File: config.mk
export PLATFORM = sky130hd
export DESIGN_NAME = pce_compare_update
export DESIGN_NICKNAME = d
export VERILOG_FILES = /design/src/pce_pkg.sv /design/src/pce_compare_update.sv
export SDC_FILE = /design/constraint.sdc
export NUM_CORES = 2
export LEC_CHECK = 0
export BUFFER_PORTS_ARGS = -buffer_cell sky130_fd_sc_hd__buf_2
export CELL_PAD_IN_SITES_DETAIL_PLACEMENT = 1
export CELL_PAD_IN_SITES_GLOBAL_PLACEMENT = 1
export CORE_MARGIN = 4
export CORE_UTILIZATION = 25
export CTS_CLUSTER_SIZE = 8
export DETAILED_ROUTE_END_ITERATION = 6
export PLACE_DENSITY = 0.48
export SLEW_MARGIN = 20
export SYNTH_ARGS = -nofsm -noshare
export SYNTH_HDL_FRONTEND = slang
export SYNTH_SLANG_ARGS = --single-unit
File: constraint.sdc
create_clock -name clk -period 5.35 [get_ports clk]
set_input_delay 1.605 -clock clk [delete_from_list [all_inputs] [get_ports clk]]
set_output_delay 1.605 -clock clk [all_outputs]
set_load 0.005 [all_outputs]
File: src/pce_pkg.sv
// How it works
// - Eight comparison units each compare their own value with the channel 0 counter.
// - A unit matches only while enabled and the counter equals its value.
// - Center-aligned counting uses the direction bit; left-aligned ignores it.
// - An active channel 0 fault blocks every comparison match.
// - Per-unit period counter wraps at its maximum; compare only when it equals trigger.
// - Maximum and trigger both zero means compare in every channel 0 period.
// - With channel 0 enabled, configuration and value change only through shadows.
// - Shadows move to active when the unit update counter reaches its update period.
// - The unit update period itself changes through the configuration shadow.
// - A value shadow write applies only after a configuration shadow write follows.
// - Match and update flags raise the interrupt when unmasked; status read clears.
// - Two independent event line outputs trigger other peripherals.
// - An event line pulses one clock when a selected comparison starts matching.
// - Period, duty and dead-time take direct writes only while the channel is off.
// - Duty resolution is one period-counter step of the programmed period.
// - Asynchronous channel shadows apply at the end of their current period.
// - Synchronous method 0 applies all shadows after unlock and period end.
// - Synchronous methods 1 and 2 apply period and dead-time after unlock.
// - Methods 1 and 2 apply duty when update count equals update period.
// - Several shadow writes between updates leave only the last value.
// - The unlock bit stays set until the synchronous update, then reads zero.
// - Automatic methods wait update period plus one periods, then apply duty.
package pce_pkg;
  localparam int N_CMP = 8;
  localparam int N_CH = 4;
  // Register byte offsets
  localparam logic [11:0] OFS_SYNC_MODE = 12'h020;
  localparam logic [11:0] OFS_UPD_CTRL = 12'h028;
  localparam logic [11:0] OFS_UPD_PER = 12'h02C;
  localparam logic [11:0] OFS_UPD_PER_SH = 12'h030;
  localparam logic [11:0] OFS_IRQ_EN = 12'h034;
  localparam logic [11:0] OFS_IRQ_DIS = 12'h038;
  localparam logic [11:0] OFS_IRQ_MASK = 12'h03C;
  localparam logic [11:0] OFS_IRQ_STAT = 12'h040;
  localparam logic [11:0] OFS_EVT0 = 12'h080;
  localparam logic [11:0] OFS_EVT1 = 12'h084;
  // Compare unit block: base + unit*16, four words each
  localparam logic [3:0] PAGE_CMP = 4'h1;
  localparam logic [3:0] PAGE_CH = 4'h3;
  localparam logic [1:0] CMP_CFG = 2'h0;
  localparam logic [1:0] CMP_VAL = 2'h1;
  localparam logic [1:0] CMP_CFG_SH = 2'h2;
  localparam logic [1:0] CMP_VAL_SH = 2'h3;
  // Channel block: base + ch*32, six words each
  localparam logic [2:0] CH_PER = 3'h0;
  localparam logic [2:0] CH_PER_SH = 3'h1;
  localparam logic [2:0] CH_DUTY = 3'h2;
  localparam logic [2:0] CH_DUTY_SH = 3'h3;
  localparam logic [2:0] CH_DT = 3'h4;
  localparam logic [2:0] CH_DT_SH = 3'h5;
  // Compare configuration fields
  localparam int CFG_EN = 0;
  localparam int CFG_TRIG = 8;
  localparam int CFG_PCNT = 12;
  localparam int CFG_PMAX = 16;
  localparam int CFG_UCNT = 20;
  localparam int CFG_UPER = 24;
  localparam logic [31:0] CFG_WMASK = 32'h0F0F_0F01;
  // Compare value fields
  localparam int VAL_DIR = 24;
  localparam logic [31:0] VAL_WMASK = 32'h0100_FFFF;
  // Sync mode fields
  localparam int SM_METHOD = 16;
  localparam logic [1:0] METHOD_MANUAL = 2'h0;
  localparam logic [31:0] RST_WORD = 32'h0000_0000;
  typedef struct packed {
    logic [N_CMP-1:0][31:0] cfg;
    logic [N_CMP-1:0][31:0] val;
    logic [N_CMP-1:0][31:0] cfg_sh;
    logic [N_CMP-1:0][31:0] val_sh;
    logic [N_CMP-1:0][3:0] pcnt;
    logic [N_CMP-1:0][3:0] ucnt;
    logic [N_CMP-1:0] cfg_pend;
    logic [N_CMP-1:0] val_pend;
    logic [N_CMP-1:0] match_prev;
    logic [N_CMP-1:0] flag_match;
    logic [N_CMP-1:0] flag_upd;
    logic [15:0] mask;
    logic [1:0][N_CMP-1:0] ev_sel;
    logic [1:0] ev;
    logic [N_CH-1:0] sync;
    logic [1:0] method;
    logic unlock;
    logic [3:0] sync_update_period;
    logic [3:0] sync_update_count;
    logic [3:0] upr_sh;
    logic upr_pend;
    logic [N_CH-1:0][15:0] per;
    logic [N_CH-1:0][15:0] per_sh;
    logic [N_CH-1:0][15:0] duty;
    logic [N_CH-1:0][15:0] duty_sh;
    logic [N_CH-1:0][31:0] dt;
    logic [N_CH-1:0][31:0] dt_sh;
    logic [N_CH-1:0] per_pend;
    logic [N_CH-1:0] duty_pend;
    logic [N_CH-1:0] dt_pend;
    logic ack;
    logic [31:0] dat;
  } pce_state_t;
endpackage : pce_pkg

File: src/pce_compare_update.sv
`timescale 1ns/1ps
module pce_compare_update (
  // Clock and reset
  input wire logic clk,
  input wire logic reset,
  // Wishbone slave
  input wire logic wb_cyc_i,
  input wire logic wb_stb_i,
  input wire logic wb_we_i,
  input wire logic [11:0] wb_adr_i,
  input wire logic [3:0] wb_sel_i,
  input wire logic [31:0] wb_dat_i,
  output logic [31:0] wb_dat_o,
  output logic wb_ack_o,
  // Channel counters and status from the waveform logic
  input wire logic [15:0] counter0,
  input wire logic counter0_down,
  input wire logic alignment_center,
  input wire logic fault_ch0,
  input wire logic [pce_pkg::N_CH-1:0] channel_enabled,
  input wire logic [pce_pkg::N_CH-1:0] period_end,
  // Event lines and interrupt
  output logic [1:0] event_line,
  output logic irq,
  // Active waveform parameters
  output logic [pce_pkg::N_CH-1:0][15:0] period_active,
  output logic [pce_pkg::N_CH-1:0][15:0] duty_active,
  output logic [pce_pkg::N_CH-1:0][31:0] deadtime_active
);
  import pce_pkg::*;

  pce_state_t s_q;
  pce_state_t s_d;
  logic [N_CMP-1:0] match;
  logic [N_CMP-1:0] rise;
  logic [N_CMP-1:0] upd_evt;
  logic acc;
  logic wr;
  logic rd;
  logic upr_hit;
  logic lock_go;
  logic [2:0] unit;
  logic [1:0] chn;

  // Byte-lane merge for partial writes
  function automatic logic [31:0] wmerge(input logic [31:0] old, input logic [31:0] nw,
                                         input logic [3:0] sel);
    logic [31:0] r;
    r = old;
    for (int b = 0; b < 4; b++)
    begin
      if (sel[b])
      begin
        r[b*8 +: 8] = nw[b*8 +: 8];
      end
    end
    return r;
  endfunction : wmerge

  // Whole next-state computation
  always_comb
  begin
    s_d = s_q;
    acc = wb_cyc_i & wb_stb_i & ~s_q.ack;
    wr = acc & wb_we_i;
    rd = acc & ~wb_we_i;
    unit = wb_adr_i[6:4];
    chn = wb_adr_i[6:5];
    upd_evt = '0;
    s_d.ack = acc;
    s_d.dat = RST_WORD;

    // Comparison units, all watching the shared channel 0 counter
    for (int i = 0; i < N_CMP; i++)
    begin
      match[i] = s_q.cfg[i][CFG_EN] & ~fault_ch0
                 & (counter0 == s_q.val[i][15:0])
                 & (s_q.pcnt[i] == s_q.cfg[i][CFG_TRIG +: 4])
                 & (~alignment_center | (s_q.val[i][VAL_DIR] == counter0_down));
    end
    // Edge detect so a counter held on the value gives one pulse only
    rise = match & ~s_q.match_prev;
    s_d.match_prev = match;
    for (int e = 0; e < 2; e++)
    begin
      s_d.ev[e] = |(rise & s_q.ev_sel[e]);
    end

    // Period and update counters step at each channel 0 period end
    if (period_end[0])
    begin
      for (int i = 0; i < N_CMP; i++)
      begin
        if (s_q.pcnt[i] == s_q.cfg[i][CFG_PMAX +: 4])
        begin
          s_d.pcnt[i] = 4'h0;
        end
        else
        begin
          s_d.pcnt[i] = s_q.pcnt[i] + 4'h1;
        end
        if (s_q.ucnt[i] == s_q.cfg[i][CFG_UPER +: 4])
        begin
          s_d.ucnt[i] = 4'h0;
          // Value waits for a configuration write before it may move
          if (s_q.cfg_pend[i])
          begin
            s_d.cfg[i] = s_q.cfg_sh[i];
            if (s_q.val_pend[i])
            begin
              s_d.val[i] = s_q.val_sh[i];
            end
            s_d.cfg_pend[i] = 1'b0;
            s_d.val_pend[i] = 1'b0;
            upd_evt[i] = 1'b1;
          end
        end
        else
        begin
          s_d.ucnt[i] = s_q.ucnt[i] + 4'h1;
        end
      end
    end

    // Synchronous channel update period counter, automatic methods only
    upr_hit = period_end[0] & (s_q.method != METHOD_MANUAL) & (s_q.sync_update_count == s_q.sync_update_period);
    lock_go = period_end[0] & s_q.unlock;
    if (period_end[0] && s_q.method != METHOD_MANUAL)
    begin
      s_d.sync_update_count = upr_hit ? 4'h0 : s_q.sync_update_count + 4'h1;
    end
    if (upr_hit && s_q.upr_pend)
    begin
      s_d.sync_update_period = s_q.upr_sh;
      s_d.upr_pend = 1'b0;
    end
    if (lock_go)
    begin
      s_d.unlock = 1'b0;
    end

    // Shadow transfer of period, duty and dead-time per channel
    for (int c = 0; c < N_CH; c++)
    begin
      logic go_pd;
      logic go_du;
      if (s_q.sync[c])
      begin
        go_pd = lock_go;
        go_du = (s_q.method == METHOD_MANUAL) ? lock_go : upr_hit;
      end
      else
      begin
        go_pd = period_end[c];
        go_du = period_end[c];
      end
      if (go_pd && s_q.per_pend[c])
      begin
        s_d.per[c] = s_q.per_sh[c];
        s_d.per_pend[c] = 1'b0;
      end
      if (go_pd && s_q.dt_pend[c])
      begin
        s_d.dt[c] = s_q.dt_sh[c];
        s_d.dt_pend[c] = 1'b0;
      end
      if (go_du && s_q.duty_pend[c])
      begin
        s_d.duty[c] = s_q.duty_sh[c];
        s_d.duty_pend[c] = 1'b0;
      end
    end

    // Bus writes; pending marks set here so a write beats a same-cycle transfer
    if (wr)
    begin
      if (wb_adr_i[11:8] == PAGE_CMP)
      begin
        case (wb_adr_i[3:2])
          // Direct writes only while channel 0 is stopped
          CMP_CFG:
          begin
            if (!channel_enabled[0])
            begin
              s_d.cfg[unit] = wmerge(s_q.cfg[unit], wb_dat_i, wb_sel_i) & CFG_WMASK;
            end
          end
          CMP_VAL:
          begin
            if (!channel_enabled[0])
            begin
              s_d.val[unit] = wmerge(s_q.val[unit], wb_dat_i, wb_sel_i) & VAL_WMASK;
            end
          end
          CMP_CFG_SH:
          begin
            s_d.cfg_sh[unit] = wmerge(s_q.cfg_sh[unit], wb_dat_i, wb_sel_i) & CFG_WMASK;
            s_d.cfg_pend[unit] = 1'b1;
          end
          default:
          begin
            s_d.val_sh[unit] = wmerge(s_q.val_sh[unit], wb_dat_i, wb_sel_i) & VAL_WMASK;
            s_d.val_pend[unit] = 1'b1;
          end
        endcase
      end
      else if (wb_adr_i[11:8] == PAGE_CH && wb_adr_i[4:2] <= CH_DT_SH)
      begin
        case (wb_adr_i[4:2])
          CH_PER:
          begin
            if (!channel_enabled[chn])
            begin
              s_d.per[chn] = 16'(wmerge(32'(s_q.per[chn]), wb_dat_i, wb_sel_i));
            end
          end
          CH_PER_SH:
          begin
            s_d.per_sh[chn] = 16'(wmerge(32'(s_q.per_sh[chn]), wb_dat_i, wb_sel_i));
            s_d.per_pend[chn] = 1'b1;
          end
          CH_DUTY:
          begin
            if (!channel_enabled[chn])
            begin
              s_d.duty[chn] = 16'(wmerge(32'(s_q.duty[chn]), wb_dat_i, wb_sel_i));
            end
          end
          CH_DUTY_SH:
          begin
            s_d.duty_sh[chn] = 16'(wmerge(32'(s_q.duty_sh[chn]), wb_dat_i, wb_sel_i));
            s_d.duty_pend[chn] = 1'b1;
          end
          CH_DT:
          begin
            if (!channel_enabled[chn])
            begin
              s_d.dt[chn] = wmerge(s_q.dt[chn], wb_dat_i, wb_sel_i);
            end
          end
          default:
          begin
            s_d.dt_sh[chn] = wmerge(s_q.dt_sh[chn], wb_dat_i, wb_sel_i);
            s_d.dt_pend[chn] = 1'b1;
          end
        endcase
      end
      else
      begin
        case (wb_adr_i)
          OFS_SYNC_MODE:
          begin
            s_d.sync = wb_dat_i[N_CH-1:0];
            s_d.method = wb_dat_i[SM_METHOD +: 2];
          end
          OFS_UPD_CTRL:
          begin
            if (wb_dat_i[0])
            begin
              s_d.unlock = 1'b1;
            end
          end
          OFS_UPD_PER: s_d.sync_update_period = wb_dat_i[3:0];
          OFS_UPD_PER_SH:
          begin
            s_d.upr_sh = wb_dat_i[3:0];
            s_d.upr_pend = 1'b1;
          end
          OFS_IRQ_EN: s_d.mask = s_q.mask | wb_dat_i[15:0];
          OFS_IRQ_DIS: s_d.mask = s_q.mask & ~wb_dat_i[15:0];
          OFS_EVT0: s_d.ev_sel[0] = wb_dat_i[N_CMP-1:0];
          OFS_EVT1: s_d.ev_sel[1] = wb_dat_i[N_CMP-1:0];
          default: s_d.mask = s_q.mask;
        endcase
      end
    end

    // Read mux; unmapped addresses read zero
    if (rd)
    begin
      if (wb_adr_i[11:8] == PAGE_CMP)
      begin
        case (wb_adr_i[3:2])
          CMP_CFG:
          begin
            s_d.dat = s_q.cfg[unit];
            s_d.dat[CFG_PCNT +: 4] = s_q.pcnt[unit];
            s_d.dat[CFG_UCNT +: 4] = s_q.ucnt[unit];
          end
          CMP_VAL: s_d.dat = s_q.val[unit];
          default: s_d.dat = RST_WORD;
        endcase
      end
      else if (wb_adr_i[11:8] == PAGE_CH)
      begin
        case (wb_adr_i[4:2])
          CH_PER: s_d.dat = {16'h0000, s_q.per[chn]};
          CH_DUTY: s_d.dat = {16'h0000, s_q.duty[chn]};
          CH_DT: s_d.dat = s_q.dt[chn];
          default: s_d.dat = RST_WORD;
        endcase
      end
      else
      begin
        case (wb_adr_i)
          OFS_SYNC_MODE: s_d.dat = {14'h0000, s_q.method, 12'h000, s_q.sync};
          OFS_UPD_CTRL: s_d.dat = {31'h0000_0000, s_q.unlock};
          OFS_UPD_PER: s_d.dat = {24'h00_0000, s_q.sync_update_count, s_q.sync_update_period};
          OFS_IRQ_MASK: s_d.dat = {16'h0000, s_q.mask};
          OFS_IRQ_STAT:
          begin
            s_d.dat = {16'h0000, s_q.flag_upd, s_q.flag_match};
            s_d.flag_match = '0;
            s_d.flag_upd = '0;
          end
          OFS_EVT0: s_d.dat = {24'h00_0000, s_q.ev_sel[0]};
          OFS_EVT1: s_d.dat = {24'h00_0000, s_q.ev_sel[1]};
          default: s_d.dat = RST_WORD;
        endcase
      end
    end

    // New events win over a same-cycle read clear
    s_d.flag_match = s_d.flag_match | rise;
    s_d.flag_upd = s_d.flag_upd | upd_evt;
  end

  // State register; synchronous reset clears everything
  always_ff @(posedge clk)
  begin
    if (reset)
    begin
      s_q <= '0;
    end
    else
    begin
      s_q <= s_d;
    end
  end

  // Outputs straight from state flops
  assign wb_ack_o = s_q.ack;
  assign wb_dat_o = s_q.dat;
  assign event_line = s_q.ev;
  assign irq = |({s_q.flag_upd, s_q.flag_match} & s_q.mask);
  assign period_active = s_q.per;
  assign duty_active = s_q.duty;
  assign deadtime_active = s_q.dt;

  // Event pulse lasts exactly one clock
  property p_event_one_cycle;
    @(posedge clk) disable iff (reset)
    event_line[0] |=> !event_line[0];
  endproperty
  a_event_one_cycle: assert property (p_event_one_cycle)
    else $error("event line 0 wider than one cycle");

  // Event pulse needs a selected unit that just began matching
  property p_event_cause;
    @(posedge clk) disable iff (reset)
    $rose(event_line[1]) |-> $past(|(rise & s_q.ev_sel[1]));
  endproperty
  a_event_cause: assert property (p_event_cause)
    else $error("event line 1 pulsed without a selected match");

  // No match while channel 0 is in fault
  property p_fault_blocks;
    @(posedge clk) disable iff (reset)
    fault_ch0 |-> (match == '0);
  endproperty
  a_fault_blocks: assert property (p_fault_blocks)
    else $error("comparison matched during fault");

  // Match of unit 0 implies enable and counter equality
  property p_match_cause;
    @(posedge clk) disable iff (reset)
    match[0] |-> (s_q.cfg[0][CFG_EN] && counter0 == s_q.val[0][15:0]);
  endproperty
  a_match_cause: assert property (p_match_cause)
    else $error("unit 0 matched while disabled or off value");

  // Unlock clears at the next synchronous period end unless rewritten
  property p_unlock_clear;
    @(posedge clk) disable iff (reset)
    (s_q.unlock && period_end[0] && !(wr && wb_adr_i == OFS_UPD_CTRL)) |=> !s_q.unlock;
  endproperty
  a_unlock_clear: assert property (p_unlock_clear)
    else $error("unlock bit not cleared by the update");

  // Counters and events are clear right after reset
  property p_reset_clear;
    @(posedge clk)
    $fell(reset) |-> (event_line == 2'b00 && s_q.pcnt == '0 && s_q.ucnt == '0);
  endproperty
  a_reset_clear: assert property (p_reset_clear)
    else $error("state not cleared after reset");

  // Asynchronous channel 1 takes its period shadow at its own period end
  property p_async_apply;
    @(posedge clk) disable iff (reset)
    (!s_q.sync[1] && period_end[1] && s_q.per_pend[1] &&
     !(wr && wb_adr_i[11:8] == PAGE_CH)) |=> (s_q.per[1] == $past(s_q.per_sh[1]));
  endproperty
  a_async_apply: assert property (p_async_apply)
    else $error("async period shadow not applied");

  // Direct period write ignored while channel 1 runs
  property p_direct_blocked;
    @(posedge clk) disable iff (reset)
    (channel_enabled[1] && !period_end[1] && !period_end[0] && s_q.sync[1] == 1'b0 &&
     wr && wb_adr_i == 12'h320) |=> $stable(s_q.per[1]);
  endproperty
  a_direct_blocked: assert property (p_direct_blocked)
    else $error("active period changed by direct write");

  // Comparison period counter wraps at its maximum
  property p_period_wrap;
    @(posedge clk) disable iff (reset)
    (period_end[0] && s_q.pcnt[0] == s_q.cfg[0][CFG_PMAX +: 4]) |=> (s_q.pcnt[0] == 4'h0);
  endproperty
  a_period_wrap: assert property (p_period_wrap)
    else $error("compare period counter did not wrap");
endmodule : pce_compare_update

* Word level (Yosys, flattened, before mapping)
Cells that the tools add are included.
Cells by class: $add $sub $neg 17, order comparisons 5, eq/ne operators 59, multiplexer cells 378, bitwise operators 71, reduce and logical (&&, ||, !) cells 38
Operator list (number):
- $mux W1024 | 2
- $mux W32 | 52
- $mux W256 | 6
- $mux W525 | 2
- $bwmux W256 | 4
- $mux W8 | 109
- $mux W524 | 1
- $mux W512 | 1
- $bmux W32 S3 | 4
- $mux W128 | 3
- $mux W64 | 6
- $mux W16 | 20
- $bwmux W128 | 2
- $bwmux W64 | 4
- $mux W4 | 51
- $bmux W16 S2 | 4
- $bmux W32 S2 | 2
- $eq A16 B16 Y1 | 8
- $pmux W18 S7 | 1
- $eq A4 B4 Y1 | 25
- $demux W32 S3 | 1
- $pmux W32 S3 | 1
- $mux W1 | 88
- $eq A12 B6 Y1 const B | 7
- 48 further kinds | 164
Word-level totals: flip-flop bits (word level) 1739, input port bits 80, output and inout bits 292

* Longest topological paths before layout
word-level depth 14, gate-level depth with buffers 11

* Worst setup path before layout
OpenSTA, ideal clock, no wires.
path kind input port to flip-flop, start point in wb_adr_i[5], end point reg s_q (netlist bit deadtime_active[73]), arrival time 3.396 ns, required time 5.222 ns, path slack 1.827 ns, stages on the path 9, buffers on the path 4, cell sequence buf_4 > buf_4 > buf_4 > buf_2 > mux4_2 > mux2i_1 > nor2_1 > a21oi_1 > nor2_1
On the way: cells in the longest elaborated chain, start to end 14, elaborated cells between the ends (all ways) 21
Ends and longest elaborated chain:
- start, declared | RTL line pce_compare_update.sv:10 | input wire logic [11:0] wb_adr_i,
- $bmux W32 S2 | RTL line pce_compare_update.sv:238 | s_d.dt[chn] = wmerge(s_q.dt[chn], wb_dat_i, wb_sel_i);
- $mux W32 (not written as such) | RTL line pce_compare_update.sv:238
- $mux W8 | RTL line pce_compare_update.sv:52 | if (sel[b])
- $mux W8 | RTL line pce_compare_update.sv:236 | if (!channel_enabled[chn])
- $mux W8 | RTL line pce_compare_update.sv:209 | case (wb_adr_i[4:2])
- $mux W8 | RTL line pce_compare_update.sv:207 | else if (wb_adr_i[11:8] == PAGE_CH && wb_adr_i[4:2] <= CH_DT_SH)
- $mux W8 | RTL line pce_compare_update.sv:177 | if (wb_adr_i[11:8] == PAGE_CMP)
- $mux W8 | RTL line pce_compare_update.sv:175 | if (wr)
- $bwmux W128 | RTL line pce_compare_update.sv:238
- $mux W128 (*) | RTL line pce_compare_update.sv:236
- $mux W128 (*) | RTL line pce_compare_update.sv:209
- $mux W524 (*) | RTL line pce_compare_update.sv:207
- $mux W525 (*) | RTL line pce_compare_update.sv:177
- $mux W525 (*) | RTL line pce_compare_update.sv:175
- end signal, assigned | RTL line pce_compare_update.sv:333 | s_q <= '0;
- end signal, assigned | RTL line pce_compare_update.sv:337 | s_q <= s_d;
- end, declared | RTL line pce_compare_update.sv:32 | pce_state_t s_q;
Mark *: on every way between the ends. The rest lies on a longest branch, timed or not. The select of a mux whose other input is x is not followed. A chain may end at the register's enable or synchronous reset.

* Worst setup path in the final report
start point in wb_adr_i[5], end point reg s_q (netlist bit wb_dat_o[8])
On the way: cells in the longest elaborated chain, start to end 5, elaborated cells between the ends (all ways) 22
Ends and longest elaborated chain:
- $bmux W32 S2, or another cell as far along | RTL line pce_compare_update.sv:299 | CH_DT: s_d.dat = s_q.dt[chn];
- $mux W32 (not written as such), or another cell as far along | RTL line pce_compare_update.sv:299
- $pmux W32 S3 | RTL line pce_compare_update.sv:296 | case (wb_adr_i[4:2])
- $mux W32 | RTL line pce_compare_update.sv:294 | else if (wb_adr_i[11:8] == PAGE_CH)
- $mux W32 (*) | RTL line pce_compare_update.sv:281 | if (wb_adr_i[11:8] == PAGE_CMP)
Marked as above.

==> flow_summary.yaml <==
run_status:
  status: "complete, but fails checks"
  violations: "DRC"
place:
  dp.final_hpwl_um: 276000
  globalplace.congestion: 0.919
  dpl_cell_area_um2: 81200
  portBuffers: 371
synthesis:
  seq_area_frac_synth_pct: 42.6
  synth.most_common_cell: "dfxtp_1"
  async_flop_share_pct: 0
  postSynthCellCount: 8536
  ys.flop_type: "dfxtp_1"
  synth_top_area_share_pct: 42.6
  yosys-top-cells-area: "dfxtp_1 43%, nand2_1 6.3%, mux2i_1 5.5%, mux4_2 5.3%, a21oi_1 4.3%"
  syn_area_um2: 75700
  postSynthAreaPerCell_um2: 8.87
  synth_edf_count: 0
  synth_area_leader_cell: "dfxtp_1"
  ys_warn_count: 0
  ys_seq_elements: 1611
  synth_nets: 8633
  synth_commonest_cells: "1611 x dfxtp_1, 1277 x nand2_1, 860 x nor2_1"
  synth_cell_types: 95
die:
  num_io_pins: 372
  fp-row-count: 201
  die_h_um: 558
  dieArea_um2: 312000
  die_x_um: 558
  core_area_um2: 301000
  start_util_pct: 25.2
finish:
  num-nets-final: 8636
  area_delta_synth_final_pct: 15.1
  fin_area_um2: 87200
  drive_above_1_share_pct: 17.4
  nFillCells: 34700
  multi_input_area_um2: 38300
  seqCellArea_um2: 32300
power_and_ir_drop:
  power.density_nw_per_um2: 307
  p_sw_share_pct: 25.5
  clkPwrFrac_pct: 49.1
  leakagePower_nw: 32.2
  pwr-share-seq_pct: 44.9
  totalPowerFinal_mw: 26.8
  p_sw_mw: 6.82
  max-vdd-ir-drop_mv: 0.275
  p_int_mw: 19.9
  comb_power_share_pct: 6.0
sta:
  post-route-period-util_pct: 81.5
  grt_setup_unrepaired: "false"
  hold_viol_final: 0
  setup_violations: 0
  fin_crit_ns: 4.36
  fin_skew_ns: 0.0818
  slew-limit-headroom_pct: 16.8
  tightest_slew_ns: 1.25
  drv_slew: 0
  clock.fmax_mhz: 229
routing:
  drt-total-wl_um: 396000
  drcViolationCount: 2
  drtAntennaViolNets: 0
  wl_per_cell_um: 31.6
  vias: 68600
  post_drt_via_cell_ratio: 5.47
  first_pass_iters: 7
  drt_iter0_markers: 6467
cts:
  clock_path_buffers: 4
  post_cts_buffers: 0
  ctsResizeCount: 0
  clk_latency_ns: 0.91
  cts_buffers: 229
  root_buffer: "clkbuf_16"
  cts_tree: "yes"
  clk_pin_slew_ns: 0.06
  cts_hold_buf: 0
  clock-sinks: 1611
  htree_levels: 4
critical_path:
  end_kind: "flip-flop"
  worstSetupPathType: "primary input to flip-flop"
  critPathMaxFanout: 40
  arrival_ns: 5.10
  worstPathRequired_ns: 6.09
  critPathLaunchType: "primary input"
global_routing:
  grt_pass1_vias: 68500
  grt_max_degree: 163
  grt_first_pass_wirelength_um: 551000
  grt_overflow: 0
  grtUsageTotal_pct: 24.5
  grt_antenna_before_repair: 34
worst_hold_path:
  hold_class: "flip-flop to flip-flop"
job:
  drv_cap: 0
cells by family after synthesis:
group                    count (synthesis)  share of synthesized area (%)
flip-flops                            1611                           42.6
multiplexers                           806                           13.9
AO/OA/AOI/OAI                         1821                           15.8
adder cells (fa/ha/maj)                 17                          0.281
buffers and inverters                 1049                           7.06
XOR/XNOR                               267                           3.09
AND/OR/NAND/NOR                       2965                           17.3
worst max-delay path, stage by stage:
cell and delay (ns):
buf_8 0.38, buf_4 0.32, mux4_2 0.32, and2_0 0.16, a221o_1 0.38, a222oi_1 0.85, a21boi_1 0.73, o22ai_1 0.24
per-stage QoR:
stage	hold WS (ns)	worst slack, ns	util, %	cells	TNS, ns
after floorplan	0.427	1.83	-	8536	0
after global placement	0.434	-0.00470	27.0	12300	-0.00470
after detailed placement	0.441	0.134	27.0	12300	0
after CTS	0.416	1.08	29.0	12500	0
after global routing	0.440	1.17	29.0	12500	0
final	0.418	0.992	29.0	12500	0
power by group through the flow:
stage	combinational, mW	clock (mW)	sequential (mW)
6_report	1.60	13.2	12.0
4_1_cts	1.59	13.4	12.0
2_1_floorplan	0.779	0	12.3
5_1_grt	1.65	13.9	12.0
3_5_place_dp	1.58	0	12.3
3_3_place_gp	1.58	0	12.3
routing by layer:
| metal | routed length (µm) | vias up | GRT usage (%) | part of all wire (%) |
|---|---|---|---|---|
| met3 | 26600 | 694 | 4.24 | 6.7 |
| met4 | 15700 | 12 | 8.98 | 4.0 |
| met2 | 176000 | 2674 | 38.3 | 45 |
| met5 | 74 | - | 0 | 0.019 |
| met1 | 177000 | 35300 | 33.6 | 45 |
| li1 | - | 29800 | - | - |
worst paths after layout:
path / from / end / slack [ns] / cells past startpoint
setup / recovery: wb_adr_i[5] / wb_dat_o[8]$_SDFF_PP0_ / 0.99 / 8
hold / removal: s_q[961]$_SDFFE_PP0P_ / s_q[1473]$_SDFF_PP0_ / 0.42 / 2
setup reg to reg: s_q[1401]$_SDFF_PP0_ / event_line[0]$_SDFF_PP0_ / 1.80 / 6
hold reg to reg: s_q[961]$_SDFFE_PP0P_ / s_q[1473]$_SDFF_PP0_ / 0.42 / 2
final cells by class:
cell class | instances | area share, %
flip-flops and latches | 1611 | 37.0
multi-input cells | 5876 | 44.0
repair buffers | 748 | 6.14
clock inverters | 7 | 0.134
diodes | 11 | 0.0316
well taps | 3958 | 5.68
clock buffers | 241 | 6.70
inverters | 73 | 0.314
cell usage in the layout, fill, tap and decap left out, types with 231 or more instances in the layout:
master	synthesis	final
a211oi_1	354	353
nor2_1	860	848
and2_1	233	233
clkbuf_16	0	231
nand2_1	1277	1267
a21oi_1	646	646
mux2i_1	418	418
buf_2	138	364
dfxtp_1	1611	1611
buf_4	321	331
Power figures use the tool's default switching activity.
